==> config.mk <==
export PLATFORM = sky130hd
export DESIGN_NAME = irq_ctrl
export DESIGN_NICKNAME = d
export VERILOG_FILES = /design/src/irq_flag_bank.v /design/src/irq_ctrl.v
export VERILOG_INCLUDE_DIRS = /design/src
export SDC_FILE = /design/constraint.sdc
export NUM_CORES = 1
export LEC_CHECK = 0
export BUFFER_PORTS_ARGS = -buffer_cell sky130_fd_sc_hd__buf_2
export CAP_MARGIN = 30
export CORE_UTILIZATION = 52
export DETAILED_ROUTE_END_ITERATION = 12
export GPL_TIMING_DRIVEN = 0
export PLACE_DENSITY = 0.81
export SYNTH_ARGS = -nofsm -noshare
export SYNTH_HDL_FRONTEND = slang
export SYNTH_SLANG_ARGS = --single-unit
==> constraint.sdc <==
create_clock -name clk -period 2.05 [get_ports clk]
set_input_delay 0.1025 -clock clk [delete_from_list [all_inputs] [get_ports clk]]
set_output_delay 0.1025 -clock clk [all_outputs]
set_load 0.02 [all_outputs]
==> src/irq_ctrl_regs.vh <==
// Register indexes, field positions, reset values and timing counts of the interrupt block.
`ifndef IRQ_CTRL_REGS_VH
`define IRQ_CTRL_REGS_VH

// Register indexes; the byte address on the bus is four times the index.
`define REG_PRIMARY_IRQ_MASK 6'h14
`define REG_TIMER_FIELD_IRQ_MASK 6'h15
`define REG_ERROR_WAKE_IRQ_MASK 6'h16
`define REG_PRIMARY_IRQ_FLAGS 6'h17
`define REG_TIMER_FIELD_IRQ_FLAGS 6'h18
`define REG_ERROR_WAKE_IRQ_FLAGS 6'h19

// Reset values of masks and flags.
`define MASK_RESET 8'h00
`define FLAG_RESET 8'h00

// Primary register fields.
`define BIT_OSC_STABLE 7
`define BIT_FIFO_LEVEL 6
`define BIT_RX_START 5
`define BIT_RX_END 4
`define BIT_TX_END 3
`define BIT_BIT_COLLISION 2
`define BIT_TIMER_FIELD_PENDING 1
`define BIT_ERROR_WAKE_PENDING 0

// Timer and field register fields.
`define BIT_CMD_DONE 7
`define BIT_NO_RESP_EXPIRE 6
`define BIT_GP_TIMER_EXPIRE 5
`define BIT_FIELD_ON 4
`define BIT_FIELD_OFF 3
`define BIT_CA_COLLISION 2
`define BIT_GUARD_ELAPSED 1
`define BIT_BITRATE_FOUND 0

// Timing: clock period and the minimum guard time after switching the field on.
`define CLK_PERIOD_NS 10
`define GUARD_TIME_NS 5000
`define GUARD_CYCLES ((`GUARD_TIME_NS + `CLK_PERIOD_NS - 1) / `CLK_PERIOD_NS)

`endif

==> src/irq_flag_bank.v <==
// Bank of sticky interrupt flags with per-bit set, per-bit clear and a global clear.
`timescale 1ns/1ps
module irq_flag_bank #(
	parameter WIDTH = 8
) (
	// Clock and reset.
	input wire clk,
	input wire rst,
	// Control.
	input wire clear_all,
	input wire [WIDTH-1:0] set_bits,
	input wire [WIDTH-1:0] clr_bits,
	// State.
	output reg [WIDTH-1:0] flags_q
);

	genvar i;

	// Each flag is its own flip-flop; a set wins over a per-bit clear in the same cycle, but reset and the global clear win over a set.
	generate
		for (i = 0; i < WIDTH; i = i + 1) begin : g_flag
			always @(posedge clk) begin
				if (rst || clear_all) begin
					flags_q[i] <= 1'b0;
				end else if (set_bits[i]) begin
					flags_q[i] <= 1'b1;
				end else if (clr_bits[i]) begin
					flags_q[i] <= 1'b0;
				end
			end
		end
	endgenerate

endmodule

==> src/irq_ctrl.v <==
// Interrupt flag and mask block of the reader, with an Avalon-MM register slave.
//
// Contract
// Primary mask bits 7..2 block oscillator, FIFO, rx start/end, tx end, collision.
// Timer/field mask bits 7..0 block the eight timer and field sources.
// Error/wake mask bits 7..0 block the eight error and wake sources.
// All mask bits are zero after reset and after set-default.
// Primary flags bits 7..2 line up with the primary mask bits.
// Oscillator flag sets once the started oscillator reports stable.
// FIFO level flag sets in receive when FIFO nearly full; host drains.
// FIFO level flag sets in transmit when FIFO nearly empty; host refills.
// Primary bit 1 shows a pending timer/field flag.
// Primary bit 0 shows a pending error/wake flag.
// Reading primary clears bits 7..2; bits 1..0 clear on secondary read.
// Primary and timer/field flags read zero after reset and set-default.
// Timer/field flags hold the eight timer and field events, bit 7 down.
// Collision flag sets when an external field exists during collision avoidance.
// No external field: own field on, guard flag after minimum guard time.
// Reading the primary flags clears the timer/field flags.
// Error/wake flags sit at their own read-only address.
// Error/wake flags: CRC, parity, soft, hard framing, wake timer, amplitude, phase, capacitance.
// Request stays high while any unmasked flag is set; the code leaves the summary bits (primary bits 1..0) out of the request.
`timescale 1ns/1ps
`include "irq_ctrl_regs.vh"
module irq_ctrl #(
	parameter GUARD_CYCLES = `GUARD_CYCLES
) (
	// Clock and reset.
	input wire clk,
	input wire rst,
	// Avalon-MM register slave, byte addressed.
	input wire [7:0] address,
	input wire read,
	input wire write,
	input wire [31:0] writedata,
	input wire [3:0] byteenable,
	output reg [31:0] readdata,
	output reg waitrequest,
	// Chip-level control.
	input wire set_default,
	// Oscillator and FIFO status levels.
	input wire osc_stable,
	input wire rx_mode,
	input wire tx_mode,
	input wire fifo_near_full,
	input wire fifo_near_empty,
	// Framing event pulses.
	input wire rx_start,
	input wire rx_end,
	input wire tx_end,
	input wire bit_collision,
	// Timer and target event pulses.
	input wire cmd_done,
	input wire no_resp_expire,
	input wire gp_timer_expire,
	input wire bitrate_found,
	// External field level and collision avoidance control.
	input wire ext_field,
	input wire ca_start,
	input wire field_off_cmd,
	// Error and wake-up event pulses, bit 7 = CRC down to bit 0 = capacitance.
	input wire [7:0] err_wake_events,
	// Outputs to the chip and the host.
	output reg field_on,
	output reg irq
);

	// Collision avoidance states.
	localparam CA_IDLE = 2'b00;
	localparam CA_GUARD = 2'b01;
	localparam CA_DONE = 2'b10;

	localparam [31:0] GUARD_LAST = GUARD_CYCLES - 1;

	// Mask registers.
	reg [7:0] mask_primary_q;
	reg [7:0] mask_timer_q;
	reg [7:0] mask_error_q;

	// Bus sequencing and snapshots of what a read returned.
	wire [5:0] reg_index;
	wire req_first;
	wire req_accept;
	wire wr_accept;
	wire rd_accept;
	reg [7:0] rd_value_d;
	reg [5:0] snap_primary_q;
	reg [7:0] snap_timer_q;
	reg [7:0] snap_error_q;
	wire rd_primary;
	wire rd_timer;
	wire rd_error;

	// Event detection.
	reg osc_prev_q;
	reg fifo_cond_prev_q;
	reg ext_field_prev_q;
	wire fifo_cond;
	wire [5:0] primary_set;
	wire [7:0] timer_set;
	wire [1:0] summary_set;
	wire [1:0] summary_clr;

	// Flag banks.
	wire [5:0] primary_flags;
	wire [7:0] timer_flags;
	wire [7:0] error_flags;
	wire [1:0] summary_flags;
	wire [7:0] primary_view;

	// Collision avoidance sequencer.
	reg [1:0] ca_state_q;
	reg [1:0] ca_state_d;
	reg [31:0] guard_cnt_q;
	reg ca_collision;
	reg guard_elapsed;

	// A request is seen first with waitrequest high; the next cycle drops it and completes.
	assign reg_index = address[7:2];
	assign req_first = (read || write) && waitrequest;
	assign req_accept = (read || write) && !waitrequest;
	assign wr_accept = req_accept && write && byteenable[0];
	assign rd_accept = req_accept && read;
	assign rd_primary = rd_accept && (reg_index == `REG_PRIMARY_IRQ_FLAGS);
	assign rd_timer = rd_accept && (reg_index == `REG_TIMER_FIELD_IRQ_FLAGS);
	assign rd_error = rd_accept && (reg_index == `REG_ERROR_WAKE_IRQ_FLAGS);

	// Waitrequest holds high at idle and falls for exactly one cycle per request.
	always @(posedge clk) begin
		if (rst) begin
			waitrequest <= 1'b1;
		end else if (req_first) begin
			waitrequest <= 1'b0;
		end else begin
			waitrequest <= 1'b1;
		end
	end

	// Primary view: event flags on top, sticky summary bits below.
	assign primary_view = {primary_flags, summary_flags};

	// Read mux; unmapped indexes and unused mask bits read as zero.
	always @* begin
		case (reg_index)
			`REG_PRIMARY_IRQ_MASK: rd_value_d = {mask_primary_q[7:2], 2'b00};
			`REG_TIMER_FIELD_IRQ_MASK: rd_value_d = mask_timer_q;
			`REG_ERROR_WAKE_IRQ_MASK: rd_value_d = mask_error_q;
			`REG_PRIMARY_IRQ_FLAGS: rd_value_d = primary_view;
			`REG_TIMER_FIELD_IRQ_FLAGS: rd_value_d = timer_flags;
			`REG_ERROR_WAKE_IRQ_FLAGS: rd_value_d = error_flags;
			default: rd_value_d = 8'h00;
		endcase
	end

	// Read data is latched in the first cycle so it stands at the completing edge.
	// The same snapshot decides which primary, timer and error flags the read clears, so one
	// of those that rises between the snapshot and the completion is not wiped unseen.
	always @(posedge clk) begin
		if (rst) begin
			readdata <= 32'h0000_0000;
			snap_primary_q <= 6'h00;
			snap_timer_q <= 8'h00;
			snap_error_q <= 8'h00;
		end else if (req_first) begin
			readdata <= {24'h00_0000, read ? rd_value_d : 8'h00};
			snap_primary_q <= primary_flags;
			snap_timer_q <= timer_flags;
			snap_error_q <= error_flags;
		end
	end

	// Mask registers; the unused low bits of the primary mask stay zero.
	always @(posedge clk) begin
		if (rst || set_default) begin
			mask_primary_q <= `MASK_RESET;
			mask_timer_q <= `MASK_RESET;
			mask_error_q <= `MASK_RESET;
		end else if (wr_accept) begin
			case (reg_index)
				`REG_PRIMARY_IRQ_MASK: mask_primary_q <= {writedata[7:2], 2'b00};
				`REG_TIMER_FIELD_IRQ_MASK: mask_timer_q <= writedata[7:0];
				`REG_ERROR_WAKE_IRQ_MASK: mask_error_q <= writedata[7:0];
				default: mask_primary_q <= mask_primary_q;
			endcase
		end
	end

	// Previous values for edge detection of status levels.
	always @(posedge clk) begin
		if (rst) begin
			osc_prev_q <= 1'b0;
			fifo_cond_prev_q <= 1'b0;
			ext_field_prev_q <= 1'b0;
		end else begin
			osc_prev_q <= osc_stable;
			fifo_cond_prev_q <= fifo_cond;
			ext_field_prev_q <= ext_field;
		end
	end

	// The FIFO level condition depends on direction: nearly full while receiving,
	// nearly empty while sending. Only its rising edge raises the flag, so a host
	// that is slow to service the FIFO gets one request, not a stream of them.
	assign fifo_cond = (rx_mode && fifo_near_full) || (tx_mode && fifo_near_empty);

	// Primary event sources, bit 7 down to bit 2.
	assign primary_set = {
		osc_stable && !osc_prev_q,
		fifo_cond && !fifo_cond_prev_q,
		rx_start,
		rx_end,
		tx_end,
		bit_collision
	};

	// Timer and field event sources, bit 7 down to bit 0.
	assign timer_set = {
		cmd_done,
		no_resp_expire,
		gp_timer_expire,
		ext_field && !ext_field_prev_q,
		!ext_field && ext_field_prev_q,
		ca_collision,
		guard_elapsed,
		bitrate_found
	};

	// Primary flags clear on a primary read; only bits that were actually returned clear.
	irq_flag_bank #(
		.WIDTH(6)
	) u_primary (
		.clk(clk),
		.rst(rst),
		.clear_all(set_default),
		.set_bits(primary_set),
		.clr_bits(rd_primary ? snap_primary_q : 6'h00),
		.flags_q(primary_flags)
	);

	// Timer and field flags clear on a primary read as well as on their own read.
	irq_flag_bank #(
		.WIDTH(8)
	) u_timer (
		.clk(clk),
		.rst(rst),
		.clear_all(set_default),
		.set_bits(timer_set),
		.clr_bits((rd_primary || rd_timer) ? snap_timer_q : 8'h00),
		.flags_q(timer_flags)
	);

	// Error and wake-up flags behave like the timer and field flags.
	irq_flag_bank #(
		.WIDTH(8)
	) u_error (
		.clk(clk),
		.rst(rst),
		.clear_all(set_default),
		.set_bits(err_wake_events),
		.clr_bits((rd_primary || rd_error) ? snap_error_q : 8'h00),
		.flags_q(error_flags)
	);

	// Summary bits are sticky: they survive the primary read that empties the
	// secondary registers, so the host still learns which register to inspect.
	assign summary_set = {|timer_set, |err_wake_events};
	assign summary_clr = {rd_timer, rd_error};

	irq_flag_bank #(
		.WIDTH(2)
	) u_summary (
		.clk(clk),
		.rst(rst),
		.clear_all(set_default),
		.set_bits(summary_set),
		.clr_bits(summary_clr),
		.flags_q(summary_flags)
	);

	// Collision avoidance next state.
	always @* begin
		ca_state_d = ca_state_q;
		ca_collision = 1'b0;
		guard_elapsed = 1'b0;
		case (ca_state_q)
			CA_IDLE: begin
				if (ca_start && ext_field) begin
					ca_collision = 1'b1;
				end else if (ca_start) begin
					ca_state_d = CA_GUARD;
				end
			end
			CA_GUARD: begin
				if (guard_cnt_q == GUARD_LAST) begin
					guard_elapsed = 1'b1;
					ca_state_d = CA_DONE;
				end
			end
			CA_DONE: begin
				ca_state_d = CA_IDLE;
			end
			default: begin
				ca_state_d = CA_IDLE;
			end
		endcase
	end

	// Sequencer state, guard counter and own field enable. The field stays on
	// after the guard time; only an explicit off command, set-default or reset drops it.
	always @(posedge clk) begin
		if (rst || set_default) begin
			ca_state_q <= CA_IDLE;
			guard_cnt_q <= 32'h0000_0000;
			field_on <= 1'b0;
		end else begin
			ca_state_q <= ca_state_d;
			if (ca_state_q == CA_IDLE && ca_start && !ext_field) begin
				field_on <= 1'b1;
				guard_cnt_q <= 32'h0000_0000;
			end else if (ca_state_q == CA_GUARD) begin
				guard_cnt_q <= guard_cnt_q + 32'h0000_0001;
			end else if (field_off_cmd) begin
				field_on <= 1'b0;
			end
		end
	end

	// Request line: registered OR of every unmasked flag, excluding the summary bits.
	// The summary bits are gated by no mask of their own; a masked secondary flag
	// still shows in them, so they are left out of the request to honour that mask.
	always @(posedge clk) begin
		if (rst) begin
			irq <= 1'b0;
		end else begin
			irq <= |(primary_flags & ~mask_primary_q[7:2])
				| |(timer_flags & ~mask_timer_q)
				| |(error_flags & ~mask_error_q);
		end
	end

endmodule

==> results of run 1 <==
critical path, cell delays in order (launching register included):
cell,delay [ns]
sky130_fd_sc_hd__dfxtp_1,0.39
sky130_fd_sc_hd__ha_2,0.31
sky130_fd_sc_hd__nor4b_2,0.28
sky130_fd_sc_hd__nand4_1,0.17
sky130_fd_sc_hd__or4_1,0.60
sky130_fd_sc_hd__a31oi_1,0.15
sequential cells by signal, summed over array words and instances (netlist names), 2 cells and up:
signal / flops
ca_state_q: 2
guard_cnt_q: 32
mask_error_q: 8
mask_primary_q: 6
mask_timer_q: 8
readdata: 8
snap_error_q: 8
snap_primary_q: 6
snap_timer_q: 8
u_error.flags_q: 8
u_primary.flags_q: 6
u_summary.flags_q: 2
u_timer.flags_q: 8
metal layers:
layer / wire, µm / up-vias / global-route usage [%]
met4: 578 / 0 / 16.20
met5: 0 / - / 0
li1: - / 2646 / -
met1: 7030 / 2615 / 38.10
met2: 7833 / 278 / 50.42
met3: 1281 / 51 / 7.359
synthesized netlist by cell type (14+ instances only):
cell	instances	area, µm²
sky130_fd_sc_hd__or4_1	14	105.1
sky130_fd_sc_hd__clkbuf_1	26	97.59
sky130_fd_sc_hd__o31ai_1	14	105.1
sky130_fd_sc_hd__dfxtp_1	116	2322
sky130_fd_sc_hd__buf_4	25	187.7
sky130_fd_sc_hd__nand3_1	22	110.1
sky130_fd_sc_hd__nand2_1	102	382.9
sky130_fd_sc_hd__nand4_1	15	93.84
sky130_fd_sc_hd__o21ai_0	17	85.08
sky130_fd_sc_hd__inv_1	32	120.1
sky130_fd_sc_hd__nor2_1	39	146.4
sky130_fd_sc_hd__a21oi_1	78	390.4
stage by stage:
step / std cells / setup WS [ns]
after global placement: 890 / 0.04976
after floorplan: 702 / 0.3309
after CTS: 957 / 0.01086
after detailed placement: 890 / 0.003587
final: 960 / 0.07121
after global routing: 960 / -0.01098
layout by cell type (no fill, tap or decap), types with 6 or more instances in the layout:
| master | Yosys | layout |
|---|---|---|
| sky130_fd_sc_hd__nand3_1 | 22 | 22 |
| sky130_fd_sc_hd__o22ai_1 | 10 | 10 |
| sky130_fd_sc_hd__dlygate4sd3_1 | 0 | 36 |
| sky130_fd_sc_hd__a22o_1 | 6 | 6 |
| sky130_fd_sc_hd__xor2_1 | 6 | 6 |
| sky130_fd_sc_hd__buf_2 | 8 | 61 |
| sky130_fd_sc_hd__nor2_1 | 39 | 39 |
| sky130_fd_sc_hd__or4_1 | 14 | 14 |
| sky130_fd_sc_hd__clkbuf_1 | 26 | 24 |
| sky130_fd_sc_hd__buf_4 | 25 | 28 |
| sky130_fd_sc_hd__o21a_1 | 10 | 10 |
| sky130_fd_sc_hd__conb_1 | 1 | 24 |
| sky130_fd_sc_hd__inv_1 | 32 | 32 |
| sky130_fd_sc_hd__clkbuf_16 | 0 | 16 |
| sky130_fd_sc_hd__mux2i_1 | 13 | 13 |
| sky130_fd_sc_hd__nand4_1 | 15 | 15 |
| sky130_fd_sc_hd__o21ai_0 | 17 | 17 |
| sky130_fd_sc_hd__dfxtp_1 | 116 | 116 |
| sky130_fd_sc_hd__mux2_2 | 9 | 9 |
| sky130_fd_sc_hd__nor4_1 | 11 | 11 |
| sky130_fd_sc_hd__o31ai_1 | 14 | 14 |
| sky130_fd_sc_hd__nand2b_1 | 12 | 12 |
| sky130_fd_sc_hd__a21oi_1 | 78 | 78 |
| sky130_fd_sc_hd__nor3_1 | 7 | 7 |
| sky130_fd_sc_hd__nand2_1 | 102 | 102 |
power groups by stage:
stage	sequential [µW]	combinational, µW	clock (µW)
final	2340	488	2960
after global routing	2340	526	3080
after CTS	2340	476	2970
after detailed placement	2380	417	0
after global placement	2380	410	0
after floorplan	2370	276	0
what timing repair did:
action	4_1_cts	5_1_grt
gates resized for setup	2	11
pin swaps	0	2
setup buffers	0	3
setup endpoints to repair	6	19
endpoints found under the hold margin	49	0
hold buffers	36	0
final cells by class:
class	instances	area (µm²)	area share [%]
multi-input cells	491	2874	40.68
flip-flops and latches	116	2322	32.87
repair buffers	91	643.1	9.102
clock buffers	22	462.9	6.552
plain buffers	62	341.6	4.834
well taps	136	170.2	2.408
clock inverters	9	127.6	1.806
inverters	33	123.9	1.753
cell families after synthesis:
logic type,Yosys count
xor+xnor,10
compound gates,169
buf+inv,95
other cells,1
flops,116
fa+ha+maj,3
simple gates,263
mux,22
worst max-delay path by stage:
stage                              start              endpoint  slack (ns)  depth (start not counted)
final                     guard_cnt_q[0]  u_summary.flags_q[1]        0.07                          5
after global routing      guard_cnt_q[0]  u_summary.flags_q[1]       -0.01                          5
after CTS                    waitrequest    u_timer.flags_q[0]        0.01                          5
after detailed placement   ca_state_q[1]       guard_cnt_q[28]       0.004                          5
after global placement     ca_state_q[1]        guard_cnt_q[0]        0.05                          5
after floorplan           guard_cnt_q[0]  u_summary.flags_q[1]        0.33                          5
==> results.txt, run 1 <==
The depth of the most critical reg-to-reg path came out at 5. The post-detailed-route count of antenna-violating nets is 0. The floorplan step defined a core boundary enclosing 10320 µm². The dominant combinational cell family by area after synthesis is simple AND/OR/NAND/NOR gates. The maximum clock insertion buffer count came out at 2. The number of pins exceeding their max-slew limit in the final report came to 0. The via count of the first global-routing pass is 5277. At the end of the flow the core is filled with cells to between 60% and 70%.

The post-placement cell area is between 6000 and 7000 µm². The reported max-cap violation count is 0. The number of flops mapped to enable cells by yosys is 0.

The number of antenna violations at the first check in global routing came out at 0. The post-synthesis share of cell area spent on and, or, nand and nor gates is 24.41%. The fraction of power consumed by the clock network came out at 51.1%. The total number of nets in the final design is between 800 and 900.

The proportion of synthesized area in mux cells is 4.169%. The starting utilization of the core area came out at 53.78%. The portion of total power attributed to combinational logic came out at roughly 8.4%. The endpoint of the worst hold-timing path is u_primary.flags_q[4]. The sequential area share after synthesis came out at 41.83%. The worst setup path is launched from a register. The first-iteration detailed-routing DRC count is 480. In this run, CTS created clock tree buffers numbering 17. The post-route netlist has about 17% of its cells at a drive strength greater than 1. The share of the cycle needed by the critical path after routing came out at 96.53%. The chip width is 105.3 µm. The first-pass GRT wire length is about 26000 µm. The maximum vdd ir drop came out at a little under 0.5 mV.

The number of vias after detailed routing is around 5600. Counting distinct cell types in the post-synthesis netlist gives 62. In this run the critical register-to-register path is launched from guard_cnt_q[0]. The critical path data required time is 2.52 ns. For this design the ratio of total power to cell area is just over 800 nW/µm². The fraction of synthesized cell area in xor and xnor cells came out at 1.578%. The time the worst path needs with I/O delays and setup is between 1.5 and 2 ns. The number of placement rows came out at 37. Counting every sink on the clock net gives 116.

The number of optimization iterations in the first detailed-route pass is 5. The root buffer cell is sky130_fd_sc_hd__clkbuf_8. The overall power consumption is 5787 µW. Detailed placement finished with a half-perimeter wire length of between 10000 and 15000 µm.

Static timing analysis puts the maximum clock frequency at a little over 500 MHz. The final estimated routing congestion in global placement came out at about 0.95. The run finished with clean final reports.

The share of flip-flops with an asynchronous set or reset came out at 0%. The synthesized netlist cell count is 679. At the worst endpoint, the arrival time is approximately 2.5 ns. The sequential group share of total power came out at between 40 and 50%.

Entering global routing, the biggest net connects 17 pins. The switching power came out at 1358 µW. The number of instances on the worst hold path came out at 5. The average footprint of a synthesized cell came out at 8.176 µm².

The sum of routed wire length over all layers is ~17000 µm. The worst register-to-register path ends at u_summary.flags_q[1]. The global router's overall resource usage is 31.01%. In this run the most critical hold path is launched from fifo_near_full. The class of the most critical setup path is register to register. The share of the synthesized area in compound gates (AO/OA/AOI/OAI) is 18.98%.

The die height is 105.3 µm. The cell-internal power is roughly 4400 µW. The element type at the critical path end is a register. In this run switching power makes up approximately a quarter of total power. On the final layout, the worst clock skew is around 0.009 ns. 0 antenna diodes ended up in the layout.

The clock latency on the worst-skew pair is 0.54 ns. The count of unresolved DRC violations after routing came out at 0. The commonest register cell after synthesis is sky130_fd_sc_hd__dfxtp_1. The total I/O pin count came out at 108.

Setup violations remaining at the end of the flow were counted as 0. The leakage power came out at 0.002685 µW. The path class of the tightest hold or removal check is input port to register. The maximum fanout encountered on the critical timing path is 6. The design area is 7066 µm².

The total congestion overflow is 0. The area added between synthesis and finish came out at 27.27%. The final hold slack came out at between 0.02 and 0.03 ns. The setup total negative slack is 0 ns.

The average vias per placed instance is 5.823. The area of the die is 11090 µm². The count of buffers inserted at the top-level ports came out at 52. The cell area after technology mapping is around 5600 µm². The number of warnings printed during yosys synthesis came out at 0.

Measured against its own limit, the worst slew margin works out to 39.89%. Clock-pin slew was measured on the worst setup and hold paths at about 0.060 ns. The hold violation total from the final report is 0.

The H-tree depth is 4. The adder-cell area share of the yosys netlist is less than 1%. After detailed routing, the average wire length per cell comes to 17.42 µm. The clock tree from TritonCTS is yes. After synthesis the netlist holds a flip-flop and latch count of ~120. The register-to-register path setup slack is 0.07 ns. The number of fill cells in the layout is 809. For the pin with the worst max-slew slack, the measured transition is 0.8957 ns.
No activity file was read; power rests on OpenSTA's default activity.
==> run 2, diff against run 1 <==
--- a/config.mk
+++ b/config.mk
@@ -8,10 +8,10 @@
 export LEC_CHECK = 0
 export BUFFER_PORTS_ARGS = -buffer_cell sky130_fd_sc_hd__buf_2
 export CAP_MARGIN = 30
-export CORE_UTILIZATION = 52
+export CORE_UTILIZATION = 55
 export DETAILED_ROUTE_END_ITERATION = 12
 export GPL_TIMING_DRIVEN = 0
-export PLACE_DENSITY = 0.81
+export PLACE_DENSITY = 0.85
 export SYNTH_ARGS = -nofsm -noshare
 export SYNTH_HDL_FRONTEND = slang
 export SYNTH_SLANG_ARGS = --single-unit
==> run 2 against run 1 <==
  * Sequential cell count is the same
  * Clock-buffer cell count shrank 3
  * Via count grew 1.7%
  * Critical path depth is the same
  * Routed wire length shrank 0.25%
  * Core utilization grew 3.8 points
  * Cell count shrank 0.83%
  * Worst hold slack gained 0.029 ns
  * Total power grew 4.6%
  * Fmax grew 1.2%
  * Die area shrank 5.4%
  * Setup slack gained 0.024 ns
  * Largest power group unchanged
==> results.txt, run 2 (synthesis gave the netlist of run 1 again) <==
The detailed placer's ending HPWL came out at 11270 µm (-1.0%). The sum of routed wire length over all layers is 16680 µm (-0.25%). The layout cell share with drive strength beyond 1 was 17.34% (about the same). The maximum clock insertion buffer count is 2 (unchanged). The share of the cycle needed by the critical path after routing is 95.34% (-1.2 points). The path class of the tightest hold or removal check is input port to register. The number of fill cells in the layout came out at 718 (-11%).

The average wire length per cell after detail routing was 17.53 µm (+0.59%). The post-detailed-route count of antenna-violating nets came out at 0 (unchanged). The origin of the critical flop-to-flop path is guard_cnt_q[0].

The maximum fanout encountered on the critical timing path was 6 (unchanged). The maximum vdd ir drop is 0.6698 mV (+37%). The reported max-cap violation count is 0 (unchanged). The total clock buffers created by CTS came to 17 (unchanged). The library cell used most frequently in the layout, excluding fill and tap cells, is sky130_fd_sc_hd__dfxtp_1. The area added between synthesis and finish came out at 27.16% (about the same). The total number of nets in the final design is 882 (-0.68%).

The run finished with clean final reports. The starting utilization of the core area came out at 56.80% (+3.0 points). The count of buffers inserted at the top-level ports came to 52 (unchanged). The final cell count without fillers came out at 952 (-0.83%).

The power density over the cells came out at 857.4 nW/µm² (+4.7%). The worst-case setup margin in the final layout came out at 0.09544 ns (+0.02422 ns). The critical path data required time is 2.50 ns (-0.02 ns). The clock latency on the worst-skew pair is 0.53 ns (about the same). The leakage power came to 0.002676 µW (-0.34%). The worst slack at placement is -0.005288 ns (-0.008876 ns). The tree is rooted in a sky130_fd_sc_hd__clkbuf_8. The register ranked first by flip-flop count is guard_cnt_q. The number of vias after detailed routing is 5683 (+1.7%). The area of the die came to 10500 µm² (-5.4%). The library cells used most frequently in the layout, excluding fill and tap cells, are 115 x sky130_fd_sc_hd__dfxtp_1, 102 x sky130_fd_sc_hd__nand2_1, 78 x sky130_fd_sc_hd__a21oi_1. The highest attainable clock frequency came out at 511.6 MHz (+1.2%).

The number of flip-flops under the largest register name is 32 (unchanged). The number of optimization iterations in the first detailed-route pass came out at 6 (+1). The worst setup skew after layout came to 0.005824 ns (-0.002973 ns). The clock transition at the registers of the reported paths is 0.06 ns (about the same). The final estimated routing congestion in global placement was 0.9567 (+1.1%). The worst slew margin relative to its limit came to 40.44% (+0.55 points). The chip width came out at 102.5 µm (-2.7%).

The number of antenna cells inserted is 0 (unchanged). The hold violation total from the final report came out at 0 (unchanged). The placeable core region came to 9774 µm² (-5.3%). The first-iteration detailed-routing DRC count came out at 461 (-4.0%). The via count of the first global-routing pass is 5241 (-0.68%). The final hold slack came out at 0.05575 ns (+0.02870 ns). The time the worst path needs with I/O delays and setup is 1.955 ns (-0.02422 ns). The register-to-register path setup slack came out at 0.1 ns (+0.02 ns). The startpoint of the tightest hold check path is rst. The arrival time at the worst endpoint came out at 2.41 ns (-0.04 ns). Tracing the worst setup path back leads to its startpoint at guard_cnt_q[0]. The total congestion overflow was 0 (unchanged). STA classifies the critical path startpoint as a register. The critical path is of the register to register type.

STA classifies the critical path endpoint as a register. The largest net degree at the start of global routing is 17 (unchanged). The clock tree from TritonCTS is yes. The die height came to 102.5 µm (-2.7%). The global router's overall resource usage is 31.95% (+0.93 points).

The number of pins exceeding their max-slew limit in the final report came to 0 (unchanged). The number of placement rows is 36 (-2.7%). The number of antenna violations at the first check in global routing is 0 (unchanged). The final core utilization came to 72.22% (+3.8 points).

The average vias per placed instance is 5.970 (+2.5%). The count of unresolved DRC violations after routing came out at 0 (unchanged). The number of clock sinks seen by CTS is 116 (unchanged).

The first-pass GRT wire length was 25170 µm (-5.0%). The number of cells in the design after placement was 887 (-0.34%). The actual transition at the worst max-transition pin came out at 0.8874 ns (-0.008242 ns).

The final-report setup violation count is 0 (unchanged). The total I/O pin count came to 108 (unchanged). The H-tree depth came out at 4 (unchanged).
[run 2: area by class of cell]
cell class / instances / area [µm²] / share of cell area (%)
Clock inverter: 13 / 205.2 / 2.907
Tap cell: 133 / 166.4 / 2.357
Buffer: 62 / 339.1 / 4.803
Sequential cell: 116 / 2323 / 32.91
Multi-Input combinational cell: 491 / 2872 / 40.68
Timing Repair Buffer: 85 / 588.1 / 8.330
Clock buffer: 19 / 441.7 / 6.257
Inverter: 33 / 123.9 / 1.755
[run 2: final timing paths]
check,cells past startpoint,to
min reg2reg,2,snap_error_q[6]
max reg2reg,5,u_summary.flags_q[1]
min,2,waitrequest
max,5,u_summary.flags_q[1]
[run 2: critical path, cell delays in order, from the launching register on]
cell	delay (ns)
sky130_fd_sc_hd__dfxtp_1	0.38
sky130_fd_sc_hd__ha_2	0.28
sky130_fd_sc_hd__nor4b_1	0.26
sky130_fd_sc_hd__nand4_1	0.17
sky130_fd_sc_hd__or4_1	0.63
sky130_fd_sc_hd__a31oi_1	0.17
[run 2: metrics by stage]
step	TNS [ns]	power [µW]	instance area, µm²
after global placement	0	2787	6065
final	0	6053	7059
after detailed placement	-0.005288	2797	6065
after CTS	0	6028	7041
after floorplan	0	2650	5638
after global routing	-0.002854	6190	7059
[run 2: report_power, final]
part,switching (µW),internal (µW)
Sequential,40.0,2300
Clock,1080,2160
Combinational,291,192
[run 2: per-layer routing]
layer,track usage [%],share of wire (%),vias up,wire (µm)
met5,0,0,-,0
met4,15.82,3.3,0,548
met3,9.302,10,67,1678
met2,51.08,47,348,7803
met1,39.26,40,2634,6653
li1,-,-,2634,-
[run 2: repair_timing]
item                                    in CTS  in global routing
endpoints found under the setup margin       2                 24
hold buffers                                32                  0
setup buffers                                1                  0
endpoints found under the hold margin       48                  0
resized for setup                            1                  6
==> run 3, diff against run 2 <==
--- a/config.mk
+++ b/config.mk
@@ -6,12 +6,13 @@
 export SDC_FILE = /design/constraint.sdc
 export NUM_CORES = 1
 export LEC_CHECK = 0
+export ABC_AREA = 1
 export BUFFER_PORTS_ARGS = -buffer_cell sky130_fd_sc_hd__buf_2
 export CAP_MARGIN = 30
 export CORE_UTILIZATION = 55
 export DETAILED_ROUTE_END_ITERATION = 12
 export GPL_TIMING_DRIVEN = 0
-export PLACE_DENSITY = 0.85
+export PLACE_DENSITY = 0.84
 export SYNTH_ARGS = -nofsm -noshare
 export SYNTH_HDL_FRONTEND = slang
 export SYNTH_SLANG_ARGS = --single-unit
==> run 3 against run 2 <==
  * Critical endpoint is now field_on
  * Sequential cell count did not move
  * Synthesized cell count rose by 20%
  * Cell area rose by 1.5%
  * Sequential share of layout area fell by 0.51 points
  * Sequential power barely moved
  * Total power fell by 2.9%
  * Combinational power rose by 1%
  * Core utilization rose by 0.088 points
  * Die area rose by 2.9%
  * Setup slack improved by 0.066 ns
  * Largest cell class unchanged
==> results.txt, run 3 <==
The largest net degree at the start of global routing was 17 (unchanged). The length of routed wiring on met1 came out at 6773 µm (+1.8%). The final cell count without fillers is 1093 (+15%). The clock transition at the registers of the reported paths came out at 0.06 ns (about the same). The share of the cycle needed by the critical path after routing is 92.14% (-3.2 points).

The worst setup skew after layout came out at 0.009098 ns (+0.003274 ns). The flow ran to the end, and the final reports show no timing, DRC or antenna violations. The placeable core region is 9910 µm² (+1.4%). The hold violation total from the final report is 0 (unchanged). The element type at the critical path end is a register.

The number of fill cells in the layout came out at 807 (+12%). The post-detailed-route count of antenna-violating nets came out at 0 (unchanged). The launching element type of the critical path is an input port. The total number of nets in the final design is 1023 (+16%).

The count of unresolved DRC violations after routing is 0 (unchanged). The share of flip-flops with an asynchronous set or reset came out at 0% (unchanged). sky130_fd_sc_hd__nand2_1 is the most common cell in the netlist. The cell area after technology mapping is 5714 µm² (+2.9%). The first-pass GRT wire length is 25760 µm (+2.3%).

The time the worst path needs with I/O delays and setup is 1.889 ns (-0.06569 ns). The number of flops mapped to enable cells by yosys came out at 0 (unchanged). The global router's overall resource usage is 30.36% (-1.6 points). The critical path data required time was 2.52 ns (+0.02 ns).

The total congestion overflow came to 0 (unchanged). The number of antenna violations at the first check in global routing came to 0 (unchanged). The clock latency on the worst-skew pair came out at 0.53 ns (about the same).

The area added between synthesis and finish came out at 25.40%. The maximum vdd ir drop came out at 0.9648 mV (+44%). The count of buffers added by post-CTS timing repair for setup is 0 (-1). The actual transition at the worst max-transition pin came out at 0.5806 ns (-0.3068 ns). The total clock buffers created by CTS is 17 (unchanged). The setup total negative slack is 0 ns (unchanged). The routed length on met2 came out at 7408 µm (-5.1%). Summed over all instances, the cell type with the most area after synthesis is sky130_fd_sc_hd__dfxtp_1. The sequential group share of total power came to 40.3% (+1.7 points). The met3 wirelength from detailed routing came out at 1236 µm (-26%). The average footprint of a synthesized cell came out at 6.986 µm² (-15%).

The number of vias after detailed routing is 5806 (+2.2%). The most numerous cell type found on the critical path is sky130_fd_sc_hd__dlygate4sd3_1. The cell-internal power is 4509 µW (-3.0%). The fraction of synthesized cell area taken by the top area cell type came out at 40.64% (-1.2 points). Grouping stages by cell kind, the critical path spends the most delay in buffers and inverters.

Sorting the synthesized cells by area gives the leading types as sky130_fd_sc_hd__dfxtp_1 41%, sky130_fd_sc_hd__nand2_1 9.5%, sky130_fd_sc_hd__nor2_1 6.8%, sky130_fd_sc_hd__a21oi_1 6.7%, sky130_fd_sc_hd__inv_1 6.2%. In this run the worst hold path is classified as input port to register. The sequential area share after synthesis came out at 40.64% (-1.2 points).

The count of buffers inserted at the top-level ports is 54 (+3.8%). Traced cell by cell, the critical path runs through dlygate4sd3_1 > buf_2 > nor2_2 > clkinv_1 > a21oi_1 > dlygate4sd3_1. Routed signal wires occupy layers up through met4.

The die height is 103.9 µm (+1.4%). The detailed placer's ending HPWL came to 10810 µm (-4.1%). For this run, the leading register cell type out of synthesis is sky130_fd_sc_hd__dfxtp_1.

The number of flip-flops under the largest register name is 32 (unchanged). The H-tree depth is 4 (unchanged). The highest attainable clock frequency is 529.4 MHz (+3.5%). Setup repair after global routing left no endpoint under its margin. The portion of total power attributed to combinational logic is 8.3% (+0.3 points). The fraction of power consumed by the clock network came to 51.4% (-2.0 points). The arrival time at the worst endpoint is 2.36 ns (-0.05 ns).

The number of cells in the design after placement was 1028 (+16%). The flip-flop and latch count after synthesis came out at 116 (unchanged). The leakage power is 0.003082 µW (+15%). The via count of the first global-routing pass came out at 5448 (+3.9%). The final estimated routing congestion in global placement came out at 0.9880 (+3.3%). The leading cell type in the layout, fill and taps excluded is sky130_fd_sc_hd__nand2_1. The switching power is 1368 µW (-2.7%). The proportion of total power due to net switching came out at 23.28% (+0.049 points). The maximum clock insertion buffer count was 2 (unchanged). The number of distinct library cell variants in the gate-level netlist after synthesis came out at 40 (-35%). The final-report setup violation count came out at 0 (unchanged). The number of placement rows is 36 (unchanged).

The root buffer cell is sky130_fd_sc_hd__clkbuf_8. The power density over the cells came to 820.2 nW/µm² (-4.3%). The average vias per placed instance is 5.312 (-11%). The area taken by flip-flops and latches is 2322 µm² (about the same).

The sum of routed wire length over all layers came out at 15820 µm (-5.2%). The number of warnings printed during yosys synthesis is 0 (unchanged). The library cells used most frequently in the layout, excluding fill and tap cells, are 144 x sky130_fd_sc_hd__nand2_1, 116 x sky130_fd_sc_hd__dfxtp_1, 104 x sky130_fd_sc_hd__nor2_1. The final core utilization came out at 72.31% (+0.088 points). The average wire length per cell after detail routing was 14.47 µm (-17%). Counting instances in the post-synthesis netlist gives the leading cell types as 144 x sky130_fd_sc_hd__nand2_1, 116 x sky130_fd_sc_hd__dfxtp_1, 104 x sky130_fd_sc_hd__nor2_1. The largest individual stage delay along the critical path comes from the cell sky130_fd_sc_hd__dlygate4sd3_1.

The footprint of the multi-input gates is 2779 µm² (-3.2%). The maximum fanout encountered on the critical timing path came out at 9 (+3). The sum of buffers and inverters on the critical path is 4 (+4). The setup path with the least slack is of type input port to register. The number of clock sinks seen by CTS was 116 (unchanged).

The number of antenna cells inserted came out at 0 (unchanged). The layout cell share with drive strength beyond 1 is 17.19% (-0.15 points). The number of optimization iterations in the first detailed-route pass is 5 (-1). The highest cell delay on the worst timing path came to 0.56 ns (-0.07 ns). The starting utilization of the core area came out at 57.66% (+0.87 points).

The area of the die came out at 10800 µm² (+2.9%). The number of pins exceeding their max-slew limit in the final report came out at 0 (unchanged). The worst slew margin relative to its limit came out at 61.29% (+21 points). The reported max-cap violation count came out at 0 (unchanged). Counting flops per register, the top entry is guard_cnt_q. The first-iteration detailed-routing DRC count came out at 429 (-6.9%). TritonCTS built the clock tree. The synthesized netlist cell count is 818 (+20%). The total I/O pin count came out at 108 (unchanged). The chip width came to 103.9 µm (+1.4%).
## run 3: cell count changes in the layout (fill, tap and decap cells not counted), moves of 13 or more
cell                      change
sky130_fd_sc_hd__o21ai_1     +19
sky130_fd_sc_hd__nand3_1     +48
sky130_fd_sc_hd__mux2i_1     -13
sky130_fd_sc_hd__o31ai_1     -14
sky130_fd_sc_hd__inv_1       +63
sky130_fd_sc_hd__nand2_1     +42
sky130_fd_sc_hd__o21ai_0     +32
sky130_fd_sc_hd__nor2_1      +65
sky130_fd_sc_hd__or4_1       -14
## run 3: cell families (layout without fill, tap and decap cells)
logic type                 Yosys count  in the layout  share of synthesized area [%]
adders and majority gates            3              3                         0.6570
DFF                                116            116                          40.64
other                                1             24                        0.06563
AOI/OAI and AO/OA                  161            161                          14.63
xor gates and xnor gates             7              7                          1.073
buffers and inverters              153            272                          12.24
and+or+nand+nor                    377            377                          30.70
## run 3: final timing paths
kind | start | to | slack (ns) | depth (start not counted)
worst max-delay path | rst | field_on | 0.16 | 6
worst min-delay path | read | readdata[4] | 0.03 | 5
worst max register to register | waitrequest | snap_error_q[1] | 0.36 | 5
worst min register to register | snap_primary_q[4] | snap_primary_q[4] | 0.45 | 2
## run 3: timing repair
action	in CTS	in global routing
gates resized for setup	0	0
endpoints found under the hold margin	51	0
hold buffers	33	0
## run 3: tightest hold or removal path, stage by stage
cell                      delay (ns)
sky130_fd_sc_hd__buf_2          0.11
sky130_fd_sc_hd__inv_1          0.06
sky130_fd_sc_hd__nor2_1         0.11
sky130_fd_sc_hd__nand2_1        0.09
sky130_fd_sc_hd__a21oi_1        0.05
## run 3: metrics by stage
stage               power [µW]  hold WS [ns]  instance area, µm²  setup WS (ns)
global route              6034       0.07802                7166        0.08869
CTS                       5865       0.01884                7166         0.2638
global placement          2822        0.3140                6237         0.4316
finish                    5877       0.02997                7166         0.1611
floorplan                 2688        0.1716                5801         0.6596
detailed placement        2830        0.3273                6237         0.4150
## run 3: layer usage
| metal | global-route usage [%] | vias up |
|---|---|---|
| met5 | 0 | - |
| met4 | 14.18 | 0 |
| met2 | 49.38 | 274 |
| met3 | 5.952 | 40 |
| met1 | 38.79 | 2632 |
| li1 | - | 2860 |
## run 3: area by class of cell
class                   count  share of cell area, %
multi-input cells         572                  38.78
plain buffers              45                  4.103
well taps                 133                  2.322
inverters                 108                  5.657
clock buffers              22                  6.181
repair buffers             87                  8.381
clock inverters            10                  2.165
flip-flops and latches    116                  32.41
## run 3: power groups by stage
| stage | Clock (µW) | Sequential [µW] | Combinational, µW |
|---|---|---|---|
| 2_1_floorplan | 0 | 2400 | 289 |
| 3_3_place_gp | 0 | 2410 | 414 |
| 3_5_place_dp | 0 | 2410 | 421 |
| 4_1_cts | 3030 | 2360 | 476 |
| 5_1_grt | 3130 | 2370 | 535 |
| 6_report | 3020 | 2370 | 488 |
